[src/rtl/shl_defines.vh]
// constants for the serial host loader
`ifndef SHL_DEFINES_VH
`define SHL_DEFINES_VH
`define SHL_CMD_GROUP_W     4
`define SHL_CMD_RST_GRP     4'h1
`define SHL_CMD_LOOP        8'h20
`define SHL_CMD_MWR         8'h30
`define SHL_CMD_MRD         8'h40
`define SHL_CMD_USR         8'h50
`define SHL_ADDR_W          18
`define SHL_LEN_W           16
`define SHL_NCORE           4
`define SHL_CORE_BASE_1     19'h20000
`define SHL_CORE_BASE_2     19'h40000
`define SHL_CORE_BASE_3     19'h60000
`define SHL_PMEM_OFS        18'h00000
`define SHL_DMEM_OFS        18'h10000
`define SHL_CORE_BIT_HI     17
`define SHL_CORE_BIT_LO     17
`define SHL_DMEM_BIT        16
`define SHL_LOCAL_W         16
`define SHL_RST_VAL         4'hF
`endif

[src/rtl/shl_addr_map.v]
// splits a link address into core, memory select and local byte address
`timescale 1ns/1ps
`include "shl_defines.vh"
module shl_addr_map (
  input  wire [17:0] addr_i,
  output wire [1:0]  core_o,
  output wire        dmem_o,
  output wire [15:0] local_o
);
  // core bases are 128K apart, data memory sits 64K above each base
  // limitation: an 18-bit link address only reaches cores 0 and 1
  assign core_o  = {1'b0, addr_i[`SHL_CORE_BIT_HI]};
  assign dmem_o  = addr_i[`SHL_DMEM_BIT];
  assign local_o = addr_i[`SHL_LOCAL_W-1:0];
endmodule // shl_addr_map

[src/rtl/shl_loader.v]
// serial host command interpreter: reset, loopback, memory load/read, user stream
`timescale 1ns/1ps
`include "shl_defines.vh"
module shl_loader (
  input  wire        clk_i,
  input  wire        rstn_i,
  input  wire        rx_valid_i,
  input  wire [7:0]  rx_data_i,
  output wire        tx_valid_o,
  output wire [7:0]  tx_data_o,
  input  wire        tx_ready_i,
  output wire [3:0]  core_rst_o,
  output wire        mem_we_o,
  output wire        mem_re_o,
  output wire [1:0]  mem_core_o,
  output wire        mem_dmem_o,
  output wire [15:0] mem_addr_o,
  output wire [7:0]  mem_wdata_o,
  input  wire        mem_rvalid_i,
  input  wire [7:0]  mem_rdata_i,
  input  wire        core0_rd_i,
  output wire        core0_stall_o,
  output wire [7:0]  received_byte_register_o,
  output wire        received_byte_valid_o,
  input  wire        core0_tx_valid_i,
  input  wire [7:0]  core0_tx_data_i,
  output wire        core0_tx_ready_o
);
  localparam [3:0] S_IDLE = 4'h0;
  localparam [3:0] S_LOOP = 4'h1;
  localparam [3:0] S_A2   = 4'h2;
  localparam [3:0] S_A1   = 4'h3;
  localparam [3:0] S_A0   = 4'h4;
  localparam [3:0] S_LH   = 4'h5;
  localparam [3:0] S_LL   = 4'h6;
  localparam [3:0] S_WDAT = 4'h7;
  localparam [3:0] S_RREQ = 4'h8;
  localparam [3:0] S_RWT  = 4'h9;
  localparam [3:0] S_UH   = 4'hA;
  localparam [3:0] S_UL   = 4'hB;
  localparam [3:0] S_UDAT = 4'hC;

  reg [3:0]  st_q, st_d;
  reg        is_rd_q, is_rd_d;
  reg [17:0] addr_q, addr_d;
  reg [15:0] len_q, len_d;
  reg [3:0]  rst_q, rst_d;
  reg        txv_q, txv_d;
  reg [7:0]  txb_q, txb_d;
  reg        we_q, we_d;
  reg        re_q, re_d;
  reg [7:0]  wd_q, wd_d;
  reg [17:0] maddr_q, maddr_d;
  reg [7:0]  rxb_q, rxb_d;
  reg        rxv_q, rxv_d;
  reg        own_q, own_d;

  wire [1:0]  core_w;
  wire        dmem_w;
  wire [15:0] local_w;

  // a byte must not be taken while the echo/loopback slot is still full
  wire tx_busy = txv_q & ~(tx_ready_i & ~own_q);

  function is_last;
    input [15:0] len;
    begin
      is_last = (len == 16'h0001);
    end
  endfunction

  shl_addr_map u_map (
    .addr_i  (maddr_q),
    .core_o  (core_w),
    .dmem_o  (dmem_w),
    .local_o (local_w)
  );

  always @* begin
    st_d    = st_q;
    is_rd_d = is_rd_q;
    addr_d  = addr_q;
    len_d   = len_q;
    rst_d   = rst_q;
    txv_d   = txv_q;
    txb_d   = txb_q;
    we_d    = 1'b0;
    re_d    = 1'b0;
    wd_d    = wd_q;
    maddr_d = maddr_q;
    rxb_d   = rxb_q;
    rxv_d   = rxv_q;
    own_d   = own_q;
    if (txv_q && tx_ready_i && !own_q)
      txv_d = 1'b0;
    if (core0_rd_i && rxv_q)
      rxv_d = 1'b0;
    case (st_q)
      S_IDLE: begin
        if (rx_valid_i) begin
          if (rx_data_i[7:4] == `SHL_CMD_RST_GRP)
            rst_d = rx_data_i[3:0];
          else if (rx_data_i == `SHL_CMD_LOOP)
            st_d = S_LOOP;
          else if (rx_data_i == `SHL_CMD_MWR) begin
            st_d = S_A2;
            is_rd_d = 1'b0;
          end else if (rx_data_i == `SHL_CMD_MRD) begin
            st_d = S_A2;
            is_rd_d = 1'b1;
          end else if (rx_data_i == `SHL_CMD_USR)
            st_d = S_UH;
          // other codes fall through and are dropped
        end
      end
      S_LOOP: begin
        if (rx_valid_i && !tx_busy) begin
          txv_d = 1'b1;
          txb_d = rx_data_i;
          st_d  = S_IDLE;
        end
      end
      S_A2: if (rx_valid_i) begin
        addr_d[17:16] = rx_data_i[1:0];
        st_d = S_A1;
      end
      S_A1: if (rx_valid_i) begin
        addr_d[15:8] = rx_data_i;
        st_d = S_A0;
      end
      S_A0: if (rx_valid_i) begin
        addr_d[7:0] = rx_data_i;
        st_d = S_LH;
      end
      S_LH: if (rx_valid_i) begin
        len_d[15:8] = rx_data_i;
        st_d = S_LL;
      end
      S_LL: if (rx_valid_i) begin
        len_d[7:0] = rx_data_i;
        maddr_d = addr_q;
        if ({len_q[15:8], rx_data_i} == 16'h0000)
          st_d = S_IDLE;
        else if (is_rd_q)
          st_d = S_RREQ;
        else
          st_d = S_WDAT;
      end
      S_WDAT: begin
        if (rx_valid_i && !tx_busy) begin
          we_d  = 1'b1;
          wd_d  = rx_data_i;
          txv_d = 1'b1;
          txb_d = rx_data_i;
        end
        if (we_q) begin
          maddr_d = maddr_q + 18'h00001;
          len_d   = len_q - 16'h0001;
          if (is_last(len_q))
            st_d = S_IDLE;
        end
      end
      S_RREQ: begin
        if (!tx_busy) begin
          re_d = dmem_w;
          if (!dmem_w) begin
            // program memory is not readable: reply zero to keep byte count
            txv_d   = 1'b1;
            txb_d   = 8'h00;
            maddr_d = maddr_q + 18'h00001;
            len_d   = len_q - 16'h0001;
            st_d    = is_last(len_q) ? S_IDLE : S_RREQ;
          end else
            st_d = S_RWT;
        end
      end
      S_RWT: begin
        if (mem_rvalid_i && re_q == 1'b0 && !txv_q) begin
          txv_d = 1'b1;
          txb_d = mem_rdata_i;
        end
        if (txv_d && !txv_q) begin
          maddr_d = maddr_q + 18'h00001;
          len_d   = len_q - 16'h0001;
          st_d    = is_last(len_q) ? S_IDLE : S_RREQ;
        end
      end
      S_UH: if (rx_valid_i) begin
        len_d[15:8] = rx_data_i;
        st_d = S_UL;
      end
      S_UL: if (rx_valid_i) begin
        len_d[7:0] = rx_data_i;
        st_d = ({len_q[15:8], rx_data_i} == 16'h0000) ? S_IDLE : S_UDAT;
      end
      S_UDAT: if (rx_valid_i) begin
        rxb_d = rx_data_i;
        rxv_d = 1'b1;
        len_d = len_q - 16'h0001;
        if (is_last(len_q))
          st_d = S_IDLE;
      end
      default: st_d = S_IDLE;
    endcase
    // core 0 may use the transmit line only while the interpreter is idle
    if (!txv_d && core0_tx_valid_i && st_d == S_IDLE && st_q == S_IDLE) begin
      txv_d = 1'b1;
      txb_d = core0_tx_data_i;
      own_d = 1'b1;
    end
    if (own_q && tx_ready_i) begin
      own_d = 1'b0;
      txv_d = 1'b0;
    end
  end

  always @(posedge clk_i) begin
    if (!rstn_i) begin
      st_q    <= S_IDLE;
      is_rd_q <= 1'b0;
      addr_q  <= 18'h00000;
      len_q   <= 16'h0000;
      rst_q   <= `SHL_RST_VAL;
      txv_q   <= 1'b0;
      txb_q   <= 8'h00;
      we_q    <= 1'b0;
      re_q    <= 1'b0;
      wd_q    <= 8'h00;
      maddr_q <= 18'h00000;
      rxb_q   <= 8'h00;
      rxv_q   <= 1'b0;
      own_q   <= 1'b0;
    end else begin
      st_q    <= st_d;
      is_rd_q <= is_rd_d;
      addr_q  <= addr_d;
      len_q   <= len_d;
      rst_q   <= rst_d;
      txv_q   <= txv_d;
      txb_q   <= txb_d;
      we_q    <= we_d;
      re_q    <= re_d;
      wd_q    <= wd_d;
      maddr_q <= maddr_d;
      rxb_q   <= rxb_d;
      rxv_q   <= rxv_d;
      own_q   <= own_d;
    end
  end

  assign tx_valid_o               = txv_q;
  assign tx_data_o                = txb_q;
  assign core_rst_o               = rst_q;
  assign mem_we_o                 = we_q;
  assign mem_re_o                 = re_q;
  assign mem_core_o               = core_w;
  assign mem_dmem_o               = dmem_w;
  assign mem_addr_o               = local_w;
  assign mem_wdata_o              = wd_q;
  assign received_byte_register_o = rxb_q;
  assign received_byte_valid_o    = rxv_q;
  assign core0_stall_o            = core0_rd_i & ~rxv_q;
  assign core0_tx_ready_o         = own_q & tx_ready_i;
endmodule // shl_loader

[config.mk]
export PLATFORM = sky130hd
export DESIGN_NAME = shl_loader
export DESIGN_NICKNAME = d
export VERILOG_FILES = /design/src/rtl/shl_addr_map.v /design/src/rtl/shl_loader.v
export VERILOG_INCLUDE_DIRS = /design/src /design/src/rtl
export SDC_FILE = /design/constraint.sdc
export NUM_CORES = 1
export LEC_CHECK = 0
export BUFFER_PORTS_ARGS = -buffer_cell sky130_fd_sc_hd__buf_4
export CAP_MARGIN = 25
export CORE_MARGIN = 2
export CORE_UTILIZATION = 55
export CTS_CLUSTER_SIZE = 12
export DETAILED_ROUTE_END_ITERATION = 10
export PLACE_DENSITY = 0.74
export SLEW_MARGIN = 10
export SYNTH_ARGS = -nofsm -noshare
export SYNTH_HDL_FRONTEND = slang
export SYNTH_SLANG_ARGS = --single-unit
[constraint.sdc]
create_clock -name clk_i -period 2.6 [get_ports clk_i]
set_clock_uncertainty 0.2 [all_clocks]
set_input_delay 0.52 -clock clk_i [delete_from_list [all_inputs] [get_ports clk_i]]
set_output_delay 0.52 -clock clk_i [all_outputs]
set_load 0.02 [all_outputs]
==> metrics.yaml, run 1 <==
setup_path:
  critPathSlowestCell: "o21ai_0"
  required_ns: 2.71
  cp_max_fo: 8
  slowest_delay_ns: 0.70
  crit_chain: "buf_4 > or3b_4 > o21ai_0 > a32o_1 > nand2_1 > a21oi_1"
  cp-end-kind: "flip-flop"
  cp.arrival_ns: 2.57
  crit_path_start_kind: "flip-flop"
  setup.worst_path.class: "flip-flop to flip-flop"
clock_tree:
  cts_tree: "built"
  clock-sinks: 90
  cts.path.max_buffers: 2
  path_clk_slew_ns: 0.10
  clk_latency_ns: 0.37
  ctsRootBufferMaster: "clkbuf_8"
  cts-buffers-inserted: 9
  h-tree-depth: 3
  hold_buffers: 0
  post-cts-setup-buffer-count: 0
timing:
  whs_ns: 0.207
  slew_viol_final: 0
  fin_crit_sh_pct: 94.3
  fmax_mhz: 408
  fin_crit_ns: 2.45
  fin_ws_ns: 0.147
  tightest_slew_ns: 0.848
  rsz0062_at_grt: "true"
  slew-limit-headroom_pct: 42.8
  final-setup-viol-count: 0
  hold_violations: 0
finish:
  layout.nets: 793
  drive_above_1_share_pct: 25.7
  nFillCells: 821
  seq_area_um2: 1800
  syn2layout_area_growth_pct: 24.4
  multi_input_area_um2: 3140
  diodes: 0
  final_cells: 874
drt:
  dr.pass1.iters: 5
  wl_um: 15800
  vias: 5340
  drt-wirelength-per-cell_um: 18.1
  via_per_inst: 6.11
  wl_met3_um: 1240
  m1WireLength_um: 6970
  routed.top_layer: "met4"
  ant_nets: 0
  drc: 0
  wl_met2_um: 7400
  drt_iter0_drc: 437
power:
  total_power_mw: 2.60
  combPwrFrac_pct: 9.9
  p_sw_share_pct: 27.4
  p_int_mw: 1.89
  peakVddDrop_mv: 0.329
  seqPwrFrac_pct: 54.1
  pwr_density_cell_nw_per_um2: 405
  power_leakage_nw: 2.66
  p_switching_mw: 0.712
  clkPwrFrac_pct: 36.1
logic_synthesis:
  netlist_instances: 658
  yosysTopAreaCell: "dfxtp_1"
  synthArstFlopShare_pct: 0
  yosysSeqAreaShare_pct: 34.9
  ys.flop_type: "dfxtp_1"
  synth.most_common_cell: "dfxtp_1"
  synth_top_area_share_pct: 34.9
  syn-cell-area_um2: 5160
  ys_top_cells_by_count: "dfxtp_1 (90), nor2_1 (88), a21oi_1 (69), nand2_1 (69)"
  yosys_warnings: 0
  synth_area_leaders: "dfxtp_1 (35%), mux2i_1 (7.6%), a21oi_1 (6.7%)"
  syn_nets: 693
  ys_ff_latch: 90
  avgSynthCellArea_um2: 7.84
  ys_types: 74
  synth_edf_count: 0
global_routing:
  grt_max_degree: 72
  overflow: 0
  grt_pass1_wl_um: 25500
  globalRouteTotalUtil_pct: 31.6
  antenna_found_initial: 0
  grt_pass1_vias: 5048
min_path:
  hp-class: "primary input to flip-flop"
placed_design:
  place.gp.congestion: 0.952
  placed_cells: 858
  hpwl_um: 11200
  port_buffers: 82
  place_ws_ns: -0.344
die:
  fp.dieW_um: 101
  coreArea_um2: 9150
  num_io_pins: 84
  die_h_um: 101
  num_rows: 35
  die_area_um2: 10200
  start_util_pct: 56.4
flow_run:
  maxCapViolCount: 0
status:
  outcome: "finished, final reports clean"
## sequential cells by signal, indices dropped and copies added, names as in the netlist
name,cells
mem_we_o,1
st_q,4
core_rst_o,4
own_q,1
addr_q,18
tx_data_o,8
len_q,16
received_byte_valid_o,1
mem_wdata_o,8
received_byte_register_o,8
mem_re_o,1
tx_valid_o,1
is_rd_q,1
maddr_q,18
## path summary, 6_finish.rpt
path	startpoint	end	slack (ns)	depth (start not counted)
max	st_q[2]	maddr_q[2]	0.15	6
min	core0_tx_data_i[4]	tx_data_o[4]	0.21	3
max reg2reg	st_q[2]	maddr_q[2]	0.15	6
min reg2reg	addr_q[5]	maddr_q[5]	0.27	2
## metrics by stage
| stage | utilization, % | cell area [um2] | setup TNS (ns) |
|---|---|---|---|
| after global placement | 67.5 | 6180 | -2.32 |
| after detailed placement | 67.5 | 6180 | -3.43 |
| final | 70.1 | 6420 | 0 |
| after global routing | 70.1 | 6420 | -0.0154 |
| after CTS | 69.6 | 6370 | 0 |
| after floorplan | - | 5160 | 0 |
## what timing repair did
| item | in CTS | in global routing |
|---|---|---|
| gates resized for setup | 1 | 11 |
| setup endpoints to repair | 10 | 37 |
| pin swaps | 0 | 3 |
| gates cloned | 0 | 0 |
## cells in the final DEF, fill, tap and decap left out, drive strengths merged, types with 11 or more instances in the layout
master	count
mux2i	39
nor3	11
inv	13
nand2	69
clkbuf	11
a21oi	71
nor2	89
nand3	29
buf	141
o21ai	40
dfxtp	90
## cells by family (layout without fill, tap and decap cells)
logic type	count (synthesis)	after routing	synth area share (%)
AND/OR/NAND/NOR	271	271	26.1
AO/OA/AOI/OAI	187	187	24.2
flip-flops	90	90	34.9
buffers and inverters	62	167	5.41
multiplexers	40	40	7.79
adder cells (fa/ha/maj)	4	4	0.970
XOR/XNOR	3	3	0.509
other	1	1	0.0727
## critical path, delay by kind of cell, from the launching register on
| kind | cells | cell delay [ns] |
|---|---|---|
| AOI/OAI and AO/OA | 3 | 1.09 |
| buffers and inverters | 1 | 0.21 |
| DFF | 1 | 0.42 |
| and+or+nand+nor | 2 | 0.47 |
## final cells by class
cell class	instances	area share (%)
multi-input combinational	506	48.9
sequential	90	28.1
timing repair buffer	141	17.3
clock buffer	11	2.20
tap	111	2.16
clock inverter	5	0.682
inverter	10	0.585
## per-layer routing
layer / up-vias / track usage [%]
met4: 0 / 9.27
met3: 21 / 4.09
met2: 225 / 50.5
li1: 2580 / -
met1: 2514 / 44.7
met5: - / 0
## power by group through the flow
stage                     Clock, mW  Sequential (mW)  Combinational [mW]
final                         0.937             1.40               0.256
after global routing           1.01             1.41               0.275
after CTS                     0.952             1.40               0.251
after detailed placement          0             1.44               0.251
after global placement            0             1.44               0.247
after floorplan                   0             1.45               0.120
No activity file was read; power rests on OpenSTA's default activity.
==> inputs of run 2 (changes only) <==
--- a/config.mk
+++ b/config.mk
@@ -6,6 +6,7 @@
 export SDC_FILE = /design/constraint.sdc
 export NUM_CORES = 1
 export LEC_CHECK = 0
+export ABC_AREA = 1
 export BUFFER_PORTS_ARGS = -buffer_cell sky130_fd_sc_hd__buf_4
 export CAP_MARGIN = 25
 export CORE_MARGIN = 2
==> run 2 against run 1 <==
Compared with the run above:
- utilization decreased by 0.58 points
- combinational power increased by 34%
- worst setup slack improved by 0.074 ns
- via count increased by 2.7%
- sequential power about the same
- hold slack improved by 0.012 ns
- highest routed layer unchanged
- largest cell class unchanged
- sequential share of layout area increased by 1.5 points
==> metrics.yaml, run 2 <==
power:
  power_leakage_nw: 2.75  # +3.3%
  combPwrFrac_pct: 11.7  # +1.8 points
  clkPwrFrac_pct: 39.6  # +3.5 points
  p_switching_mw: 0.747  # +4.9%
  peakVddDrop_mv: 0.255  # -23%
  pwr_density_cell_nw_per_um2: 479  # +18%
  p_sw_share_pct: 25.6  # -1.8 points
  seqPwrFrac_pct: 48.7  # -5.4 points
  p_int_mw: 2.17  # +15%
logic_synthesis:
  syn-cell-area_um2: 4990  # -3.2%
  synth_top_area_share_pct: 36.1  # +1.2 points
  avgSynthCellArea_um2: 6.65  # -15%
  synthArstFlopShare_pct: 0  # unchanged
  synth_area_leaders: "dfxtp_1 (36%), nand2_1 (11%), a21oi_1 (9.4%)"
  netlist_instances: 751  # +14%
  syn_nets: 786  # +13%
  synth_edf_count: 0  # unchanged
  ys_top_cells_by_count: "nand2_1 (147), a21oi_1 (94), dfxtp_1 (90), o21ai_0 (82), nor2_1 (76)"
  yosysSeqAreaShare_pct: 36.1  # +1.2 points
  synth.most_common_cell: "nand2_1"
  ys_ff_latch: 90  # unchanged
  yosysTopAreaCell: "dfxtp_1"
  yosys_warnings: 0  # unchanged
  ys_types: 43  # -42%
  ys.flop_type: "dfxtp_1"
drt:
  drc: 0  # unchanged
  ant_nets: 0  # unchanged
  wl_um: 15100  # -4.3%
  drt_iter0_drc: 372  # -15%
  dr.pass1.iters: 7  # +2
  vias: 5482  # +2.7%
  drt-wirelength-per-cell_um: 15.8  # -13%
  via_per_inst: 5.72  # -6.4%
die:
  num_rows: 34  # -2.9%
  die_area_um2: 9850  # -3.1%
  start_util_pct: 57.0  # +0.60 points
  fp.dieW_um: 99.3  # -1.6%
  coreArea_um2: 8760  # -4.3%
  die_h_um: 99.3  # -1.6%
  num_io_pins: 84  # unchanged
global_routing:
  grt_pass1_vias: 5067  # +0.38%
  grt_pass1_wl_um: 24200  # -5.0%
  antenna_found_initial: 0  # unchanged
  overflow: 0  # unchanged
  globalRouteTotalUtil_pct: 30.5  # -1.1 points
  grt_max_degree: 37  # -49%
timing:
  fin_crit_ns: 2.38  # -0.0735 ns
  rsz0062_at_grt: "false"
  slew_viol_final: 0  # unchanged
  slew-limit-headroom_pct: 66.0  # +23 points
  hold_violations: 0  # unchanged
  final-setup-viol-count: 0  # unchanged
  fin_crit_sh_pct: 91.5  # -2.8 points
  fmax_mhz: 420  # +3.1%
  tightest_slew_ns: 0.505  # -0.343 ns
  tns_ns: 0  # unchanged
setup_path:
  cpMostUsedCell: "nand2_1"
  required_ns: 2.63  # -0.08 ns
  cp-end-kind: "flip-flop"
  cp.arrival_ns: 2.41  # -0.16 ns
  crit_path_start_kind: "flip-flop"
  crit_chain: "nand2_1 > nor2_2 > nand2_1 > o21ai_0 > inv_1 > nand2_1 > nor2_1 > nand2_1 > buf_4 > a21oi_1 > o21ai_0 > a21oi_1"
  slowest_delay_ns: 0.43  # -0.27 ns
  setup.worst_path.class: "flip-flop to flip-flop"
  critPathSlowestCell: "dfxtp_1"
  cp_max_fo: 9  # +1
finish:
  layout_commonest_cell: "nand2_1"
  final_cells: 959  # +9.7%
  diodes: 0  # unchanged
  layout.nets: 882  # +11%
  top_regs: "addr_q: 18 flops, maddr_q: 18 flops, len_q: 16 flops"
  final_cell_mix: "nand2_1 (147), buf_4 (108), a21oi_1 (94)"
  drive_above_1_share_pct: 18.9  # -6.8 points
  syn2layout_area_growth_pct: 22.1
clock_tree:
  cts_tree: "built"
  cts.path.max_buffers: 2  # unchanged
  cts-buffers-inserted: 9  # unchanged
  path_clk_slew_ns: 0.09  # about the same
  h-tree-depth: 3  # unchanged
  ctsRootBufferMaster: "clkbuf_8"
  hold_buffers: 0  # unchanged
  clock-sinks: 90  # unchanged
  clk_latency_ns: 0.36  # about the same
placed_design:
  placed_cells: 943  # +9.9%
  port_buffers: 82  # unchanged
  hpwl_um: 10800  # -3.2%
  place.gp.congestion: 0.932  # -2.1%
status:
  outcome: "finished, final reports clean"
min_path:
  hp-class: "primary input to flip-flop"
flow_run:
  maxCapViolCount: 0  # unchanged
==> run 2: cell count changes in the layout (fill, tap and decap cells not counted), sizes merged, moves of 8 or more <==
| cell | change |
|---|---|
| nand2 | +82 |
| inv | +72 |
| o21ai | +46 |
| mux2i | -39 |
| buf | -32 |
| a21oi | +23 |
| nand3 | +14 |
| nand4 | +13 |
| nand2b | -10 |
| and3 | -9 |
| o221ai | -8 |
==> run 2: per-stage QoR <==
stage / total power [mW] / hold slack, ns / instance area, um2 / utilization, % / setup slack (ns)
after floorplan: 1.64 / 0.224 / 4990 / - / 0.359
after global placement: 1.78 / 0.236 / 5840 / 66.6 / 0.0832
final: 2.92 / 0.219 / 6100 / 69.6 / 0.221
after detailed placement: 1.78 / 0.240 / 5840 / 66.6 / 0.0276
after CTS: 2.92 / 0.206 / 6080 / 69.3 / 0.202
after global routing: 3.03 / 0.250 / 6100 / 69.6 / 0.0323
==> run 2: cell families (layout without fill, tap and decap cells) <==
| kind of cell | count (synthesis) | count (layout) | share of synthesized area (%) |
|---|---|---|---|
| AOI/OAI and AO/OA | 211 | 211 | 22.7 |
| xor gates and xnor gates | 10 | 10 | 1.75 |
| adders and majority gates | 4 | 4 | 1.00 |
| buffers and inverters | 112 | 211 | 8.92 |
| DFF | 90 | 90 | 36.1 |
| other | 1 | 1 | 0.0751 |
| and+or+nand+nor | 323 | 324 | 29.5 |
==> run 2: per-layer routing <==
layer  share of wire (%)  GRT usage, %  wire (um)
met4                 2.9          12.1        432
met5                   0             0          0
met1                  44          40.1       6630
met2                  47          50.3       7070
met3                 6.6          4.71        996
==> run 2: layout make-up <==
| cell class | instances | area [um2] |
|---|---|---|
| Multi-Input combinational cell | 550 | 2760 |
| Fill cell | 784 | 2670 |
| Sequential cell | 90 | 1810 |
| Timing Repair Buffer | 109 | 831 |
| Inverter | 87 | 327 |
| Tap cell | 108 | 135 |
| Clock buffer | 9 | 124 |
| Clock inverter | 6 | 114 |
==> run 2: power groups by stage <==
stage               clock (mW)  combinational [mW]  sequential (mW)
floorplan                    0               0.170             1.47
global placement             0               0.327             1.45
detailed placement           0               0.332             1.45
CTS                       1.17               0.333             1.42
global route              1.23               0.372             1.42
finish                    1.16               0.342             1.42
==> run 2: critical path, delay by kind of cell (launching register included) <==
kind | cells | cell delay (ns)
buffers and inverters | 2 | 0.28
flip-flops | 1 | 0.43
AO/OA/AOI/OAI | 4 | 0.32
AND/OR/NAND/NOR | 6 | 1.01
==> run 2: worst paths after layout <==
check / start / to / slack (ns) / depth (start not counted)
min: core0_rd_i / received_byte_valid_o / 0.22 / 4
max: st_q[0] / len_q[10] / 0.22 / 12
max reg2reg: st_q[0] / len_q[10] / 0.22 / 12
min reg2reg: addr_q[13] / addr_q[13] / 0.25 / 2
==> run 2: timing repair <==
| item | 4_1_cts | 5_1_grt |
|---|---|---|
| buffers inserted | 0 | 0 |
| resized for setup | 0 | 5 |
| setup endpoints to repair | 0 | 9 |
